===== src/common/region_alias_pkg.sv =====
package region_alias_pkg;
    // Register byte offsets (no offsets printed; chosen locally)
    localparam logic [7:0] OFF_REGION_NUMBER = 8'h00;
    localparam logic [7:0] OFF_BASE_PRIMARY  = 8'h04;
    localparam logic [7:0] OFF_ATTR_PRIMARY  = 8'h08;
    localparam logic [7:0] OFF_BASE_ALIAS1   = 8'h0C;
    localparam logic [7:0] OFF_ATTR_ALIAS1   = 8'h10;
    localparam logic [7:0] OFF_BASE_ALIAS2   = 8'h14;
    localparam logic [7:0] OFF_ATTR_ALIAS2   = 8'h18;
    localparam int ADDR_W = 8;

    // Base-address register fields
    localparam int VALID_BIT  = 4;
    localparam int REGION_LSB = 0;
    localparam int REGION_W   = 4;

    // Attribute/size register fields
    localparam int EXEC_NEVER_BIT = 28;
    localparam int AP_LSB         = 24;
    localparam int AP_W           = 3;
    localparam int TEX_LSB        = 19;
    localparam int TEX_W          = 3;
    localparam int SHARE_BIT      = 18;
    localparam int CACHE_BIT      = 17;
    localparam int BUFFER_BIT     = 16;
    localparam int SRD_LSB        = 8;
    localparam int SRD_W          = 8;
    localparam int SIZE_LSB       = 1;
    localparam int SIZE_W         = 5;
    localparam int ENABLE_BIT     = 0;

    // Writable bits of the attribute/size register
    localparam logic [31:0] ATTR_MASK = 32'h173FFF3F;
    localparam logic [4:0]  SIZE_4GB  = 5'h1F;
    localparam logic [31:0] RESET_WORD = 32'h00000000;

    // AXI response codes
    localparam logic [1:0] RESP_OKAY   = 2'h0;
    localparam logic [1:0] RESP_SLVERR = 2'h2;
endpackage


===== src/logic/mpu_region_alias_regs.sv =====
// Decided for this implementation: the AXI4-Lite register port and the placing of the registers.
`timescale 1ns/1ps
module mpu_region_alias_regs #(
    parameter int NUM_REGIONS = 8
) (
    input  wire logic                                      clk_i,
    input  wire logic                                      reset_n_i,
    input  wire logic [region_alias_pkg::ADDR_W-1:0]       s_axi_awaddr_i,
    input  wire logic                                      s_axi_awvalid_i,
    output logic                                           s_axi_awready_o,
    input  wire logic [31:0]                               s_axi_wdata_i,
    input  wire logic [3:0]                                s_axi_wstrb_i,
    input  wire logic                                      s_axi_wvalid_i,
    output logic                                           s_axi_wready_o,
    output logic [1:0]                                     s_axi_bresp_o,
    output logic                                           s_axi_bvalid_o,
    input  wire logic                                      s_axi_bready_i,
    input  wire logic [region_alias_pkg::ADDR_W-1:0]       s_axi_araddr_i,
    input  wire logic                                      s_axi_arvalid_i,
    output logic                                           s_axi_arready_o,
    output logic [31:0]                                    s_axi_rdata_o,
    output logic [1:0]                                     s_axi_rresp_o,
    output logic                                           s_axi_rvalid_o,
    input  wire logic                                      s_axi_rready_i,
    input  wire logic [$clog2(NUM_REGIONS)-1:0]            check_region_i,
    output logic [31:0]                                    region_base_o,
    output logic [31:0]                                    region_limit_o,
    output logic                                           region_enable_o,
    output logic                                           region_exec_never_o,
    output logic [region_alias_pkg::AP_W-1:0]              region_access_perm_o,
    output logic [region_alias_pkg::TEX_W+2:0]             region_mem_type_o,
    output logic [region_alias_pkg::SRD_W-1:0]             region_subregion_on_o
);
    import region_alias_pkg::*;

    localparam int RN_W = $clog2(NUM_REGIONS);

    // The region field is four bits wide, so more regions cannot be addressed
    initial begin
        if (NUM_REGIONS < 2 || NUM_REGIONS > 16 || (NUM_REGIONS & (NUM_REGIONS - 1)) != 0) begin
            $error("NUM_REGIONS must be a power of two from 2 to 16");
        end
    end

    ////////////////////////////////////////////////////////////////////////////////
    // Region storage, one entry per region, shared by primary and alias views

    logic [RN_W-1:0]  region_number;
    logic [31:0]      base_store [NUM_REGIONS];
    logic [31:0]      attr_store [NUM_REGIONS];

    ////////////////////////////////////////////////////////////////////////////////
    // Write channel: address and data accepted independently, in any order

    logic [ADDR_W-1:0] aw_addr;
    logic              aw_held;
    logic [31:0]       w_data;
    logic [3:0]        w_strb;
    logic              w_held;
    logic              wr_fire;
    logic              wr_hit;

    assign s_axi_awready_o = !aw_held && !s_axi_bvalid_o;
    assign s_axi_wready_o  = !w_held && !s_axi_bvalid_o;
    assign wr_fire         = aw_held && w_held;

    // Hold the address until the data also arrives
    always_ff @(posedge clk_i or negedge reset_n_i) begin
        if (!reset_n_i) begin
            aw_held <= 1'b0;
            aw_addr <= '0;
        end else if (s_axi_awvalid_i && s_axi_awready_o) begin
            aw_held <= 1'b1;
            aw_addr <= s_axi_awaddr_i;
        end else if (wr_fire) begin
            aw_held <= 1'b0;
        end
    end

    // Hold the data and strobes until the address also arrives
    always_ff @(posedge clk_i or negedge reset_n_i) begin
        if (!reset_n_i) begin
            w_held <= 1'b0;
            w_data <= '0;
            w_strb <= '0;
        end else if (s_axi_wvalid_i && s_axi_wready_o) begin
            w_held <= 1'b1;
            w_data <= s_axi_wdata_i;
            w_strb <= s_axi_wstrb_i;
        end else if (wr_fire) begin
            w_held <= 1'b0;
        end
    end

    // Decode the latched write address
    always_comb begin
        unique case (aw_addr)
            OFF_REGION_NUMBER, OFF_BASE_PRIMARY, OFF_ATTR_PRIMARY,
            OFF_BASE_ALIAS1, OFF_ATTR_ALIAS1, OFF_BASE_ALIAS2, OFF_ATTR_ALIAS2: wr_hit = 1'b1;
            default: wr_hit = 1'b0;
        endcase
    end

    // Response: one cycle after both halves are in, held until taken
    always_ff @(posedge clk_i or negedge reset_n_i) begin
        if (!reset_n_i) begin
            s_axi_bvalid_o <= 1'b0;
            s_axi_bresp_o  <= RESP_OKAY;
        end else if (wr_fire) begin
            s_axi_bvalid_o <= 1'b1;
            s_axi_bresp_o  <= wr_hit ? RESP_OKAY : RESP_SLVERR;
        end else if (s_axi_bready_i) begin
            s_axi_bvalid_o <= 1'b0;
        end
    end

    ////////////////////////////////////////////////////////////////////////////////
    // Register update

    logic            is_base_wr;
    logic            is_attr_wr;
    logic            valid_wr;
    logic [RN_W-1:0] target_region;
    logic [31:0]     strb_mask;

    assign is_base_wr = wr_fire && (aw_addr == OFF_BASE_PRIMARY || aw_addr == OFF_BASE_ALIAS1
                                    || aw_addr == OFF_BASE_ALIAS2);
    assign is_attr_wr = wr_fire && (aw_addr == OFF_ATTR_PRIMARY || aw_addr == OFF_ATTR_ALIAS1
                                    || aw_addr == OFF_ATTR_ALIAS2);
    assign valid_wr   = w_strb[0] && w_data[VALID_BIT];
    // Valid bit redirects the write to the written region, else the current one
    assign target_region = (is_base_wr && valid_wr) ? w_data[REGION_LSB +: RN_W]
                                                    : region_number;
    assign strb_mask = {{8{w_strb[3]}}, {8{w_strb[2]}}, {8{w_strb[1]}}, {8{w_strb[0]}}};

    // Region number: direct write or redirect by a valid base write
    always_ff @(posedge clk_i or negedge reset_n_i) begin
        if (!reset_n_i) begin
            region_number <= '0;
        end else if (wr_fire && aw_addr == OFF_REGION_NUMBER && w_strb[0]) begin
            region_number <= w_data[RN_W-1:0];
        end else if (is_base_wr && valid_wr) begin
            region_number <= w_data[REGION_LSB +: RN_W];
        end
    end

    // Per-region storage; low five base bits are never stored (32 B minimum)
    generate
        for (genvar g = 0; g < NUM_REGIONS; g++) begin : g_region
            always_ff @(posedge clk_i or negedge reset_n_i) begin
                if (!reset_n_i) begin
                    base_store[g] <= RESET_WORD;
                    attr_store[g] <= RESET_WORD;
                end else if (target_region == RN_W'(g)) begin
                    if (is_base_wr) begin
                        base_store[g] <= ((base_store[g] & ~strb_mask) | (w_data & strb_mask))
                                         & 32'hFFFFFFE0;
                    end
                    if (is_attr_wr) begin
                        attr_store[g] <= ((attr_store[g] & ~strb_mask) | (w_data & strb_mask))
                                         & ATTR_MASK;
                    end
                end
            end
        end
    endgenerate

    ////////////////////////////////////////////////////////////////////////////////
    // Read channel: answer one cycle after the address is taken

    logic [31:0] rd_word;
    logic [1:0]  rd_resp;
    logic [31:0] cur_base;

    assign s_axi_arready_o = !s_axi_rvalid_o;
    assign cur_base = base_store[region_number];

    // Base reads show the stored address, valid as zero, current region number
    always_comb begin
        rd_word = 32'h00000000;
        rd_resp = RESP_OKAY;
        unique case (s_axi_araddr_i)
            OFF_REGION_NUMBER: rd_word = 32'(region_number);
            OFF_BASE_PRIMARY, OFF_BASE_ALIAS1, OFF_BASE_ALIAS2:
                rd_word = (cur_base & 32'hFFFFFFE0) | 32'(region_number);
            OFF_ATTR_PRIMARY, OFF_ATTR_ALIAS1, OFF_ATTR_ALIAS2:
                rd_word = attr_store[region_number];
            default: rd_resp = RESP_SLVERR;
        endcase
    end

    // Read data registered; held until the master takes it
    always_ff @(posedge clk_i or negedge reset_n_i) begin
        if (!reset_n_i) begin
            s_axi_rvalid_o <= 1'b0;
            s_axi_rdata_o  <= '0;
            s_axi_rresp_o  <= RESP_OKAY;
        end else if (s_axi_arvalid_i && s_axi_arready_o) begin
            s_axi_rvalid_o <= 1'b1;
            s_axi_rdata_o  <= rd_word;
            s_axi_rresp_o  <= rd_resp;
        end else if (s_axi_rready_i) begin
            s_axi_rvalid_o <= 1'b0;
        end
    end

    ////////////////////////////////////////////////////////////////////////////////
    // Region view for the access checker

    logic [31:0] sel_attr;
    logic [31:0] sel_base;
    logic [4:0]  sel_size;
    logic [31:0] size_mask;
    logic [31:0] next_base;
    logic [31:0] next_limit;
    logic [7:0]  next_sub_on;

    assign sel_attr = attr_store[check_region_i];
    assign sel_base = base_store[check_region_i];
    assign sel_size = sel_attr[SIZE_LSB +: SIZE_W];

    // Size mask has (SIZE+1) low ones; base keeps bits 31..N with N = SIZE+1
    always_comb begin
        size_mask   = 32'hFFFFFFFF >> (5'd31 - sel_size);
        next_base   = sel_base & ~size_mask;
        next_limit  = next_base | size_mask;
        next_sub_on = ~sel_attr[SRD_LSB +: SRD_W];
        if (sel_size == SIZE_4GB) begin
            next_base  = 32'h00000000;
            next_limit = 32'hFFFFFFFF;
        end
        // Regions of 128 B and less have no subregions; treat all as enabled
        if (sel_size < 5'd7) begin
            next_sub_on = 8'hFF;
        end
    end

    // Outputs registered, so the checker sees one cycle of latency after a write
    always_ff @(posedge clk_i or negedge reset_n_i) begin
        if (!reset_n_i) begin
            region_base_o         <= '0;
            region_limit_o        <= '0;
            region_enable_o       <= 1'b0;
            region_exec_never_o   <= 1'b0;
            region_access_perm_o  <= '0;
            region_mem_type_o     <= '0;
            region_subregion_on_o <= '0;
        end else begin
            region_base_o         <= next_base;
            region_limit_o        <= next_limit;
            region_enable_o       <= sel_attr[ENABLE_BIT];
            region_exec_never_o   <= sel_attr[EXEC_NEVER_BIT];
            region_access_perm_o  <= sel_attr[AP_LSB +: AP_W];
            region_mem_type_o     <= {sel_attr[TEX_LSB +: TEX_W], sel_attr[SHARE_BIT],
                                      sel_attr[CACHE_BIT], sel_attr[BUFFER_BIT]};
            region_subregion_on_o <= next_sub_on;
        end
    end

endmodule


===== config.mk =====
export PLATFORM = sky130hd
export DESIGN_NAME = mpu_region_alias_regs
export DESIGN_NICKNAME = d
export VERILOG_FILES = /design/src/common/region_alias_pkg.sv /design/src/logic/mpu_region_alias_regs.sv
export SDC_FILE = /design/constraint.sdc
export NUM_CORES = 1
export LEC_CHECK = 0
export BUFFER_PORTS_ARGS = -buffer_cell sky130_fd_sc_hd__buf_2
export CAP_MARGIN = 0
export CORE_UTILIZATION = 28
export DETAILED_ROUTE_END_ITERATION = 16
export GPL_TIMING_DRIVEN = 0
export HOLD_SLACK_MARGIN = 0.1
export PLACE_DENSITY_LB_ADDON = 0.05
export RECOVER_POWER = 100
export SYNTH_ARGS = -nofsm -noshare
export SYNTH_HDL_FRONTEND = slang
export SYNTH_SLANG_ARGS = --single-unit
export TNS_END_PERCENT = 20

===== constraint.sdc =====
create_clock -name clk_i -period 2.3 [get_ports clk_i]
set_input_delay 0.46 -clock clk_i [delete_from_list [all_inputs] [get_ports clk_i]]
set_output_delay 0.46 -clock clk_i [all_outputs]
set_load 0.05 [all_outputs]

==> results of run 1 <==
==> stage by stage <==
stage | worst slack (ps) | std cells | setup TNS (ps) | instance area [um2]
final | -73.8 | 3553 | -1940 | 35800
after global routing | -124 | 3549 | -27240 | 35800
after CTS | -183 | 3526 | -9980 | 35300
after detailed placement | -1670 | 3295 | -525730 | 30400
after global placement | -12030 | 3287 | -7358630 | 30200
after floorplan | -37.6 | 1835 | -531 | 27700
==> worst max path at each step <==
stage | endpoint | slack, ps
global placement | async pin | -12030
finish | region_limit_o[29] | -70
global route | flop | -120
detailed placement | s_axi_rdata_o[6] | -1670
CTS | flop | -180
floorplan | region_limit_o[26] | -40
==> layer usage <==
layer | track usage | part of all wire | vias to the layer above
li1 | - | - | 7723
met1 | 0.297 | 0.45 | 9916
met2 | 0.344 | 0.46 | 494
met3 | 0.0449 | 0.053 | 144
met4 | 0.0794 | 0.035 | 0
met5 | 0 | 0 | -
==> kinds of logic (layout without fill, tap and decap cells) <==
group                    after synthesis  in the layout  synth area share
AO/OA/AOI/OAI                        109            109            0.0250
adder cells (fa/ha/maj)                1              1          0.000362
buffers and inverters                133            571            0.0218
flip-flops                           571            571             0.516
multiplexers                         764            764             0.391
other                                  2             12          0.000271
AND/OR/NAND/NOR                      249            249            0.0453
==> area by class of cell <==
type                    count  share of cell area
clock inverters            21             0.00849
flip-flops and latches    571               0.399
repair buffers            312              0.0692
inverters                   7            0.000734
diodes                      4            0.000279
plain buffers             123              0.0294
well taps                1276              0.0446
clock buffers             108              0.0614
multi-input cells        1131               0.387
==> cells in the mapped netlist, types with 9 or more instances <==
| master | n | area share |
|---|---|---|
| nand2_1 | 79 | 0.011 |
| mux2i_1 | 68 | 0.025 |
| nor2_1 | 58 | 0.0079 |
| mux2_2 | 492 | 0.20 |
| mux4_2 | 204 | 0.17 |
| dfrtp_1 | 571 | 0.52 |
| nor2b_1 | 9 | 0.0020 |
| buf_1 | 9 | 0.0012 |
| buf_2 | 46 | 0.0083 |
| nor2_2 | 24 | 0.0054 |
| a22oi_1 | 20 | 0.0054 |
| nand3_1 | 14 | 0.0025 |
| clkbuf_1 | 60 | 0.0081 |
| nor3_1 | 11 | 0.0020 |
| o21ai_0 | 45 | 0.0081 |
| a21oi_1 | 10 | 0.0018 |
==> power by group <==
group,leakage [nW],switching [mW],internal (mW)
registers,7.79,1.20,10.8
clock network,1.23,4.66,7.38
logic,6.71,4.23,2.73
total,15.7,10.1,20.9
==> worst max-delay path: cells and delay by family <==
family | cells | cell delay [ps]
compound gates | 1 | 190
buf+inv | 5 | 1370
mux | 2 | 790
==> repair_timing <==
action	CTS	global route
buffers inserted	61	22
pin swaps	51	34
endpoints found under the setup margin	540	489
gates resized for setup	309	146
hold buffers	44	0
gates cloned	0	1
hold endpoints to repair	109	0
==> out/qor.csv, run 1 <==
stage,metric,value,unit
global_route,grt ovf,0,
setup_path,Crit Path Class,in -> reg,
floorplanning,Die Height,316,um
setup_path,reg2reg start,aw_addr[5],
cts,clk slew on worst S/H paths,60,ps
setup_path,max incr delay on CP,470,ps
cts,Max clock buf depth,3,
finish,fin nets,2279,
worst_hold_path,Worst Hold Path EP,w_strb[1],
cts,H-tree Lvls,3,
synthesis,"Seq/Total Area, Yosys",0.516,
finish,Layout fillers,9346,
place,IO buf count,176,
setup_path,cell chain of the critical path,"buf_6, buf_6, buf_2, clkbuf_4, clkbuf_4, mux4_2, mux2i_1, o21ai_0",
global_route,first-pass GRT wire length,152000,um
finish,multi-input logic area,13900,um2
sta,RSZ-0062 raised after global routing,yes,
setup_path,R2R setup slack,-60,ps
setup_path,Worst Setup Start Kind,input pin,
drt,antenna-violating nets left,0,
synthesis,syn avg cell area,15.1,um2
finish,most frequent cells in the layout,"dfrtp_1 (567), mux2_2 (413), mux4_2 (204), clkbuf_1 (156), mux2_4 (78)",
worst_hold_path,Worst Hold Launch,s_axi_wstrb_i[1],
sta,final setup fails,119,
cts,CTS Buf Count,71,
setup_path,Crit path required time,2780,ps
setup_path,Crit path arrival time,2850,ps
floorplanning,row count,114,
floorplanning,initial core utilization,0.284,
synthesis,Synth Flop Type,dfrtp_1,
synthesis,post-synth cell types,57,
sta,fmax,421,MHz
setup_path,R2R depth,6,
run_status,status,finished with violations,
sta,post-layout minimum cycle time,2370,ps
drt,routed vias,18277,
global_route,initial antenna violation count,2,
power,Pwr Total,31.0,mW
cts,worst skew pair latency,640,ps
drt,TritonRoute pass-1 iters,5,
floorplanning,Die W,316,um
sta,post-route setup slack,-73.8,ps
drt,Residual DRC,0,
finish,Reg area,14300,um2
finish,layout cells sized above 1,0.526,
sta,slew margin rel.,0.216,
sta,fin. max-slew vios,0,
sta,Clock Skew,27.0,ps
sta,measured slew at the worst slew-check pin,1180,ps
place,GPL Wtd Cong,0.815,
sta,"Hold Violations, Final",0,
floorplanning,die area,100000,um2
sta,Tcrit/Tclk final,1.03,
finish,Synth-to-Final Area Change,29.5,%
place,DP Wirelength,72200,um
drt,Routed WL per cell,30.3,um
synthesis,Mapped Cells,1829,
drt,vias per cell,5.14,
setup_path,critical path capture point type,flop,
synthesis,Post-synth ARST share,1.00,
global_route,largest net degree at the start of global routing,117,
synthesis,Post-Synthesis Cell Area,27700,um2
power,leakage,15.7,nW
cts,CTS tree,built,
cts,CTS root buf,clkbuf_16,
finish,Final Util,0.368,
run_status,violated checks,negative setup slack,
worst_hold_path,Hold Crit Depth,2,
sta,Min Hold Slack,176,ps
synthesis,number of flops mapped to enable cells by yosys,0,
floorplanning,Boundary Pins,186,
setup_path,slowest CP cell,clkbuf_4,
synthesis,synthesis-stage register bit count,571,
flow_run,max_cap viols,0,
cts,clock sinks,571,
drt,Routed Wire Length,107000,um
setup_path,top fanout value on the critical path,10,
drt,Iter 0 DRT Violations,1093,
worst_hold_path,Worst Hold Class,in -> reg,
finish,"commonest non-fill, non-tap cell in the layout",dfrtp_1,
global_route,All-Layer GR Usage,0.219,
setup_path,CP startpoint,check_region_i[1],
floorplanning,core area,97300,um2
global_route,vias in the first global route,19432,
synthesis,Ys Warns,0,
power,P per Cell Area,866,nW/um2
power,Max rail drop VDD,0.000516,V
(Power assumes the default switching activity.)
==> run 2, diff against run 1 <==
--- a/config.mk
+++ b/config.mk
@@ -7,10 +7,11 @@
 export LEC_CHECK = 0
 export BUFFER_PORTS_ARGS = -buffer_cell sky130_fd_sc_hd__buf_2
 export CAP_MARGIN = 0
-export CORE_UTILIZATION = 28
+export CORE_UTILIZATION = 30
 export DETAILED_ROUTE_END_ITERATION = 16
 export GPL_TIMING_DRIVEN = 0
 export HOLD_SLACK_MARGIN = 0.1
+export MAX_ROUTING_LAYER = met4
 export PLACE_DENSITY_LB_ADDON = 0.05
 export RECOVER_POWER = 100
 export SYNTH_ARGS = -nofsm -noshare
==> constraint.sdc (replaced) <==
create_clock -name clk_i -period 2.6 [get_ports clk_i]
set_input_delay 0.52 -clock clk_i [delete_from_list [all_inputs] [get_ports clk_i]]
set_output_delay 0.52 -clock clk_i [all_outputs]
set_load 0.05 [all_outputs]
==> run 2 against run 1 <==
Net effect:
- the run still ends with negative setup slack left
- critical path depth shrank 2
- first-iteration DRC count grew 3.8%
- worst hold slack lost 38 ps
- setup slack lost 44 ps
- non-clock buffer count shrank 80
- sequential share of layout area grew 2.5 points
- clock skew grew 3.5 ps
- register-to-register slack lost 60 ps
==> out/qor.csv, run 2 (same netlist as run 1, synthesis figures left out) <==
stage,metric,value,unit,change
run_status,status,finished with violations,,
run_status,violated checks,negative setup slack,,
floorplanning,Boundary Pins,186,,unchanged
cts,worst skew pair latency,630,ps,about the same
finish,layout cells sized above 1,0.495,,-0.0307
finish,fin nets,2201,,-3.4%
finish,Reg area,14300,um2,about the same
setup_path,Crit path required time,3100,ps,+320 ps
power,Clk pwr share,0.395,,+0.007
cts,CTS root buf,clkbuf_16,,
setup_path,critical path capture point type,flop,,
drt,Routed WL per cell,30.8,um,+1.8%
cts,clock sinks,571,,unchanged
sta,fmax,368,MHz,
global_route,first-pass GRT wire length,149000,um,-1.8%
drt,antenna-violating nets left,0,,unchanged
place,dpl cells,3205,,-2.7%
global_route,grt ovf,0,,unchanged
drt,vias per cell,5.32,,+3.5%
drt,Iter 0 DRT Violations,1134,,+3.8%
worst_hold_path,Worst Hold Launch,s_axi_wdata_i[28],,
worst_hold_path,Worst Hold Path EP,w_data[28],,
sta,fin. max-slew vios,0,,unchanged
finish,final instance count without filler cells,3379,,-4.9%
power,switching pwr,8.63,mW,-14%
setup_path,reg2reg start,aw_addr[7],,
worst_hold_path,Worst Hold Class,in -> reg,,
setup_path,Crit path arrival time,3220,ps,+370 ps
setup_path,Worst Setup Start Kind,flop,,
power,leakage,15.0,nW,-4.9%
place,pre-CTS setup slack,-1270,ps,+401 ps
place,IO buf count,176,,unchanged
place,DP Wirelength,70700,um,-2.1%
sta,post-layout minimum cycle time,2720,ps,
power,Comb power frac,0.206,,-0.019
sta,Clock Skew,30.5,ps,+3.50 ps
sta,post-route setup slack,-118,ps,-44.5 ps
sta,final setup fails,31,,-74%
power,Max rail drop VDD,0.000406,V,-21%
place,GPL Wtd Cong,0.828,,+1.6%
cts,H-tree Lvls,3,,unchanged
power,switch share,0.326,,+0.000825
power,P_int,17.8,mW,-15%
floorplanning,row count,111,,-2.6%
floorplanning,die area,93400,um2,-6.6%
setup_path,R2R depth,6,,unchanged
finish,final instance area,33700,um2,-5.9%
floorplanning,Die W,306,um,-3.4%
sta,Tcrit/Tclk final,1.05,,
setup_path,R2R setup slack,-120,ps,-60 ps
sta,RSZ-0062 raised after global routing,yes,,
drt,TritonRoute pass-1 iters,5,,unchanged
global_route,All-Layer GR Usage,0.233,,+0.0144
drt,Routed Wire Length,104000,um,-3.1%
global_route,initial antenna violation count,2,,unchanged
setup_path,top fanout value on the critical path,10,,unchanged
worst_hold_path,Hold Crit Depth,2,,unchanged
drt,routed vias,17983,,-1.6%
sta,Min Hold Slack,138,ps,-38.4 ps
global_route,vias in the first global route,19304,,-0.66%
power,part of the power in registers,0.399,,+0.012
cts,clk slew on worst S/H paths,60,ps,about the same
global_route,largest net degree at the start of global routing,113,,-3.4%
finish,most frequent cells in the layout,"dfrtp_1 (569), mux2_2 (490), mux4_2 (204), clkbuf_1 (165), clkbuf_16 (78)",,
finish,"commonest non-fill, non-tap cell in the layout",dfrtp_1,,
power,P per Cell Area,785,nW/um2,-9.4%
sta,setup TNS,-1460,ps,+474 ps
finish,Layout fillers,8769,,-6.2%
sta,slew margin rel.,0.200,,-0.0161
place,dpl cell area,30300,um2,-0.38%
finish,multi-input logic area,13200,um2,-4.9%
finish,Final Util,0.368,,about the same
flow_run,max_cap viols,0,,unchanged
finish,Synth-to-Final Area Change,21.9,%,
cts,CTS tree,built,,
setup_path,Crit Path Class,reg -> reg,,
cts,CTS Buf Count,73,,+2.8%
drt,Residual DRC,0,,unchanged
floorplanning,Die Height,306,um,-3.4%
power,Pwr Total,26.5,mW,-15%
floorplanning,core area,91500,um2,-5.9%
cts,Max clock buf depth,3,,unchanged
sta,"Hold Violations, Final",0,,unchanged
sta,measured slew at the worst slew-check pin,1200,ps,+24.2 ps
floorplanning,initial core utilization,0.302,,+0.0179
==> run 2: area by class of cell <==
class,instances,share of cell area
diodes,1,0.0000742
plain buffers,125,0.0233
clock buffers,109,0.0664
clock inverters,19,0.00657
inverters,7,0.000779
multi-input cells,1131,0.391
flip-flops and latches,571,0.424
well taps,1186,0.0440
repair buffers,230,0.0443
==> run 2: routing by layer <==
metal / up-vias / GRT usage / wire length, um
met5: - / - / 0
met4: 0 / 0.0817 / 3610
met3: 162 / 0.0340 / 4260
met2: 454 / 0.360 / 48500
met1: 9831 / 0.313 / 47700
li1: 7536 / - / -
==> run 2: repair_timing <==
item                                    CTS  global route
endpoints found under the setup margin  519           318
hold buffers                             13             0
endpoints found under the hold margin   108             0
buffers inserted                         16            17
resized for setup                       143            52
pin swaps                                18            17
==> run 2: power by group through the flow <==
stage          registers (mW)  logic (mW)  clock network [mW]
2_1_floorplan            10.5        2.95                   0
3_3_place_gp             10.6        5.19                   0
3_5_place_dp             10.7        5.26                   0
4_1_cts                  10.5        5.49                10.8
5_1_grt                  10.7        5.78                11.1
6_report                 10.6        5.46                10.4
==> run 2: worst max-delay path by stage <==
stage                      startpoint                       end  slack [ps]  depth (start not counted)
floorplan              s_axi_bvalid_o                w_data[14]         120                          5
global placement            reset_n_i  region_subregion_on_o[3]      -11730                          1
detailed placement  check_region_i[0]  region_subregion_on_o[0]       -1270                          8
CTS                            w_held                      flop        -170                          6
global route               aw_addr[0]                      flop        -110                          6
finish                     aw_addr[7]                      flop        -120                          6
==> run 2: critical path, cell delays in order, from the launching register on <==
cell	delay, ps
dfrtp_1	440
nor3_4	300
nand4_1	290
buf_6	250
o21ai_2	570
nand2_2	370
mux2_2	370
==> run 3, diff against run 2 <==
==> constraint.sdc (replaced) <==
create_clock -name clk_i -period 2.7 [get_ports clk_i]
set_input_delay 0.54 -clock clk_i [delete_from_list [all_inputs] [get_ports clk_i]]
set_output_delay 0.54 -clock clk_i [all_outputs]
set_load 0.05 [all_outputs]
==> run 3 against run 2 <==
Net effect:
- the flow still finishes with violations (negative setup slack)
- maximum frequency grew 0.13%
- first-iteration DRC count shrank 5.0%
- sequential cell count is the same
- utilization shrank 0.38 points
- clock power is essentially flat
- setup slack gained 100 ps
- sequential share of layout area grew 0.44 points
- global-route usage is essentially flat
- register-to-register slack gained 100 ps
- cell count shrank 0.65%
- combinational power shrank 4.6%
- largest cell class unchanged
==> out/qor.csv, run 3 (same netlist as run 1, synthesis figures left out) <==
stage,metric,value,unit,change
drt,Routed Wire Length,104000,um,about the same
global_route,largest net degree at the start of global routing,113,,unchanged
sta,"Hold Violations, Final",0,,unchanged
sta,final setup fails,1,,-97%
setup_path,top fanout value on the critical path,10,,unchanged
power,leakage,14.8,nW,-1.1%
finish,"commonest non-fill, non-tap cell in the layout",dfrtp_1,,
floorplanning,Boundary Pins,186,,unchanged
sta,slew margin rel.,0.211,,+0.0114
cts,H-tree Lvls,3,,unchanged
cts,CTS tree,built,,
floorplanning,Die Height,306,um,unchanged
sta,fin. max-slew vios,0,,unchanged
global_route,All-Layer GR Usage,0.233,,about the same
sta,measured slew at the worst slew-check pin,1180,ps,-17.0 ps
finish,Final Util,0.365,,-0.00381
setup_path,critical path capture point type,flop,,
drt,routed vias,17847,,-0.76%
finish,layout cells sized above 1,0.491,,-0.00396
setup_path,Crit path required time,3140,ps,+40 ps
flow_run,max_cap viols,0,,unchanged
place,dpl cell area,30300,um2,unchanged
cts,worst skew pair latency,630,ps,about the same
sta,post-route setup slack,-14.8,ps,+103 ps
cts,Max clock buf depth,3,,unchanged
finish,Reg area,14300,um2,about the same
cts,clk slew on worst S/H paths,60,ps,about the same
floorplanning,row count,111,,unchanged
worst_hold_path,Worst Hold Class,in -> reg,,
power,P per Cell Area,763,nW/um2,-2.8%
global_route,grt ovf,0,,unchanged
cts,clock sinks,571,,unchanged
finish,Antenna Diode Count,0,,-1
run_status,violated checks,negative setup slack,,
cts,CTS Buf Count,73,,unchanged
place,DP Wirelength,70700,um,unchanged
sta,Min Hold Slack,142,ps,+4.89 ps
place,IO buf count,176,,unchanged
sta,RSZ-0062 raised after global routing,yes,,
floorplanning,Die W,306,um,unchanged
place,dpl cells,3205,,unchanged
cts,CTS root buf,clkbuf_16,,
drt,antenna-violating nets left,0,,unchanged
global_route,first-pass GRT wire length,149000,um,about the same
finish,multi-input logic area,13200,um2,about the same
setup_path,Worst Setup Start Kind,flop,,
drt,Iter 0 DRT Violations,1077,,-5.0%
finish,Synth-to-Final Area Change,20.6,%,
drt,Residual DRC,0,,unchanged
run_status,status,finished with violations,,
finish,Layout fillers,8793,,+0.27%
sta,Tcrit/Tclk final,1.01,,-0.0400
finish,final instance count without filler cells,3357,,-0.65%
sta,fmax,368,MHz,+0.13%
finish,final instance area,33400,um2,-1.0%
global_route,initial antenna violation count,3,,+1
finish,most frequent cells in the layout,"dfrtp_1 (570), mux2_2 (492), mux4_2 (204), clkbuf_1 (165), buf_2 (84)",,
finish,fin nets,2180,,-0.95%
setup_path,cell chain of the critical path,"buf_2, buf_2, buf_2, clkbuf_8, mux4_2, mux2i_1, o21ai_0",,
setup_path,Crit Path Class,reg -> reg,,
worst_hold_path,Hold Crit Depth,2,,unchanged
floorplanning,core area,91500,um2,unchanged
floorplanning,initial core utilization,0.302,,unchanged
floorplanning,die area,93400,um2,unchanged
sta,Clock Skew,33.5,ps,+2.98 ps
global_route,vias in the first global route,19245,,-0.31%
setup_path,slowest CP cell,buf_2,,
setup_path,R2R depth,7,,+1
setup_path,"most used cell, CP",buf_2,,
setup_path,max incr delay on CP,430,ps,-140 ps
power,Max rail drop VDD,0.000391,V,-3.7%
drt,TritonRoute pass-1 iters,5,,unchanged
setup_path,R2R setup slack,-10,ps,+100 ps
drt,vias per cell,5.32,,-0.11%
setup_path,Crit path arrival time,3160,ps,-60 ps
sta,setup TNS,-14.8,ps,+1450 ps
place,GPL Wtd Cong,0.828,,unchanged
sta,post-layout minimum cycle time,2710,ps,-3.42 ps
drt,Routed WL per cell,31.0,um,+0.57%
run 3: changes by cell type in the layout (fill, tap and decap cells not counted), sizes merged:
cell           before  now
clkbuf            308  298
dlygate4sd3        13    3
clkdlybuf4s18       1    0
diode               1    0
run 3: final timing paths:
path,start,endpoint
setup / recovery,region_number[1],s_axi_rdata_o[1]
hold / removal,s_axi_wdata_i[10],w_data[10]
setup reg to reg,region_number[1],s_axi_rdata_o[1]
hold reg to reg,s_axi_rresp_o[1],s_axi_rresp_o[1]
max in group asynchronous,reset_n_i,aw_addr[2]
min in group asynchronous,reset_n_i,w_data[28]
run 3: routing by layer:
| metal | wire (um) | share of wire | vias to the layer above | track usage |
|---|---|---|---|---|
| li1 | - | - | 7499 | - |
| met1 | 47800 | 0.46 | 9782 | 0.312 |
| met2 | 48700 | 0.47 | 410 | 0.361 |
| met3 | 4230 | 0.041 | 156 | 0.0345 |
| met4 | 3340 | 0.032 | 0 | 0.0777 |
| met5 | 0 | 0 | - | - |
run 3: timing repair:
| action | CTS | global route |
|---|---|---|
| pin swaps | 12 | 10 |
| endpoints found under the setup margin | 507 | 294 |
| hold buffers | 3 | 0 |
| resized for setup | 120 | 37 |
| setup buffers | 10 | 11 |
| endpoints found under the hold margin | 98 | 0 |
run 3: area by class of cell:
| class | count | share of cell area |
|---|---|---|
| Timing Repair Buffer | 208 | 0.0362 |
| Buffer | 126 | 0.0221 |
| Clock buffer | 109 | 0.0671 |
| Inverter | 7 | 0.000787 |
| Multi-Input combinational cell | 1131 | 0.394 |
| Clock inverter | 19 | 0.00664 |
| Tap cell | 1186 | 0.0445 |
| Sequential cell | 571 | 0.428 |
run 3: stage by stage:
stage               power (mW)  worst slack [ps]
floorplan                 12.9               218
global placement          15.3            -11650
detailed placement        15.3             -1190
CTS                       25.8             -84.3
global route              26.5              3.12
finish                    25.5             -14.8
run 3: critical path, delay by kind of cell (launching register included):
kind / cells / cell delay (ps)
mux: 2 / 680
compound gates: 1 / 130
buf+inv: 4 / 1380
flops: 1 / 310
run 3: power by group:
group | internal, mW | switching [mW]
clock network | 6.10 | 3.99
registers | 9.20 | 0.958
logic | 1.83 | 3.38
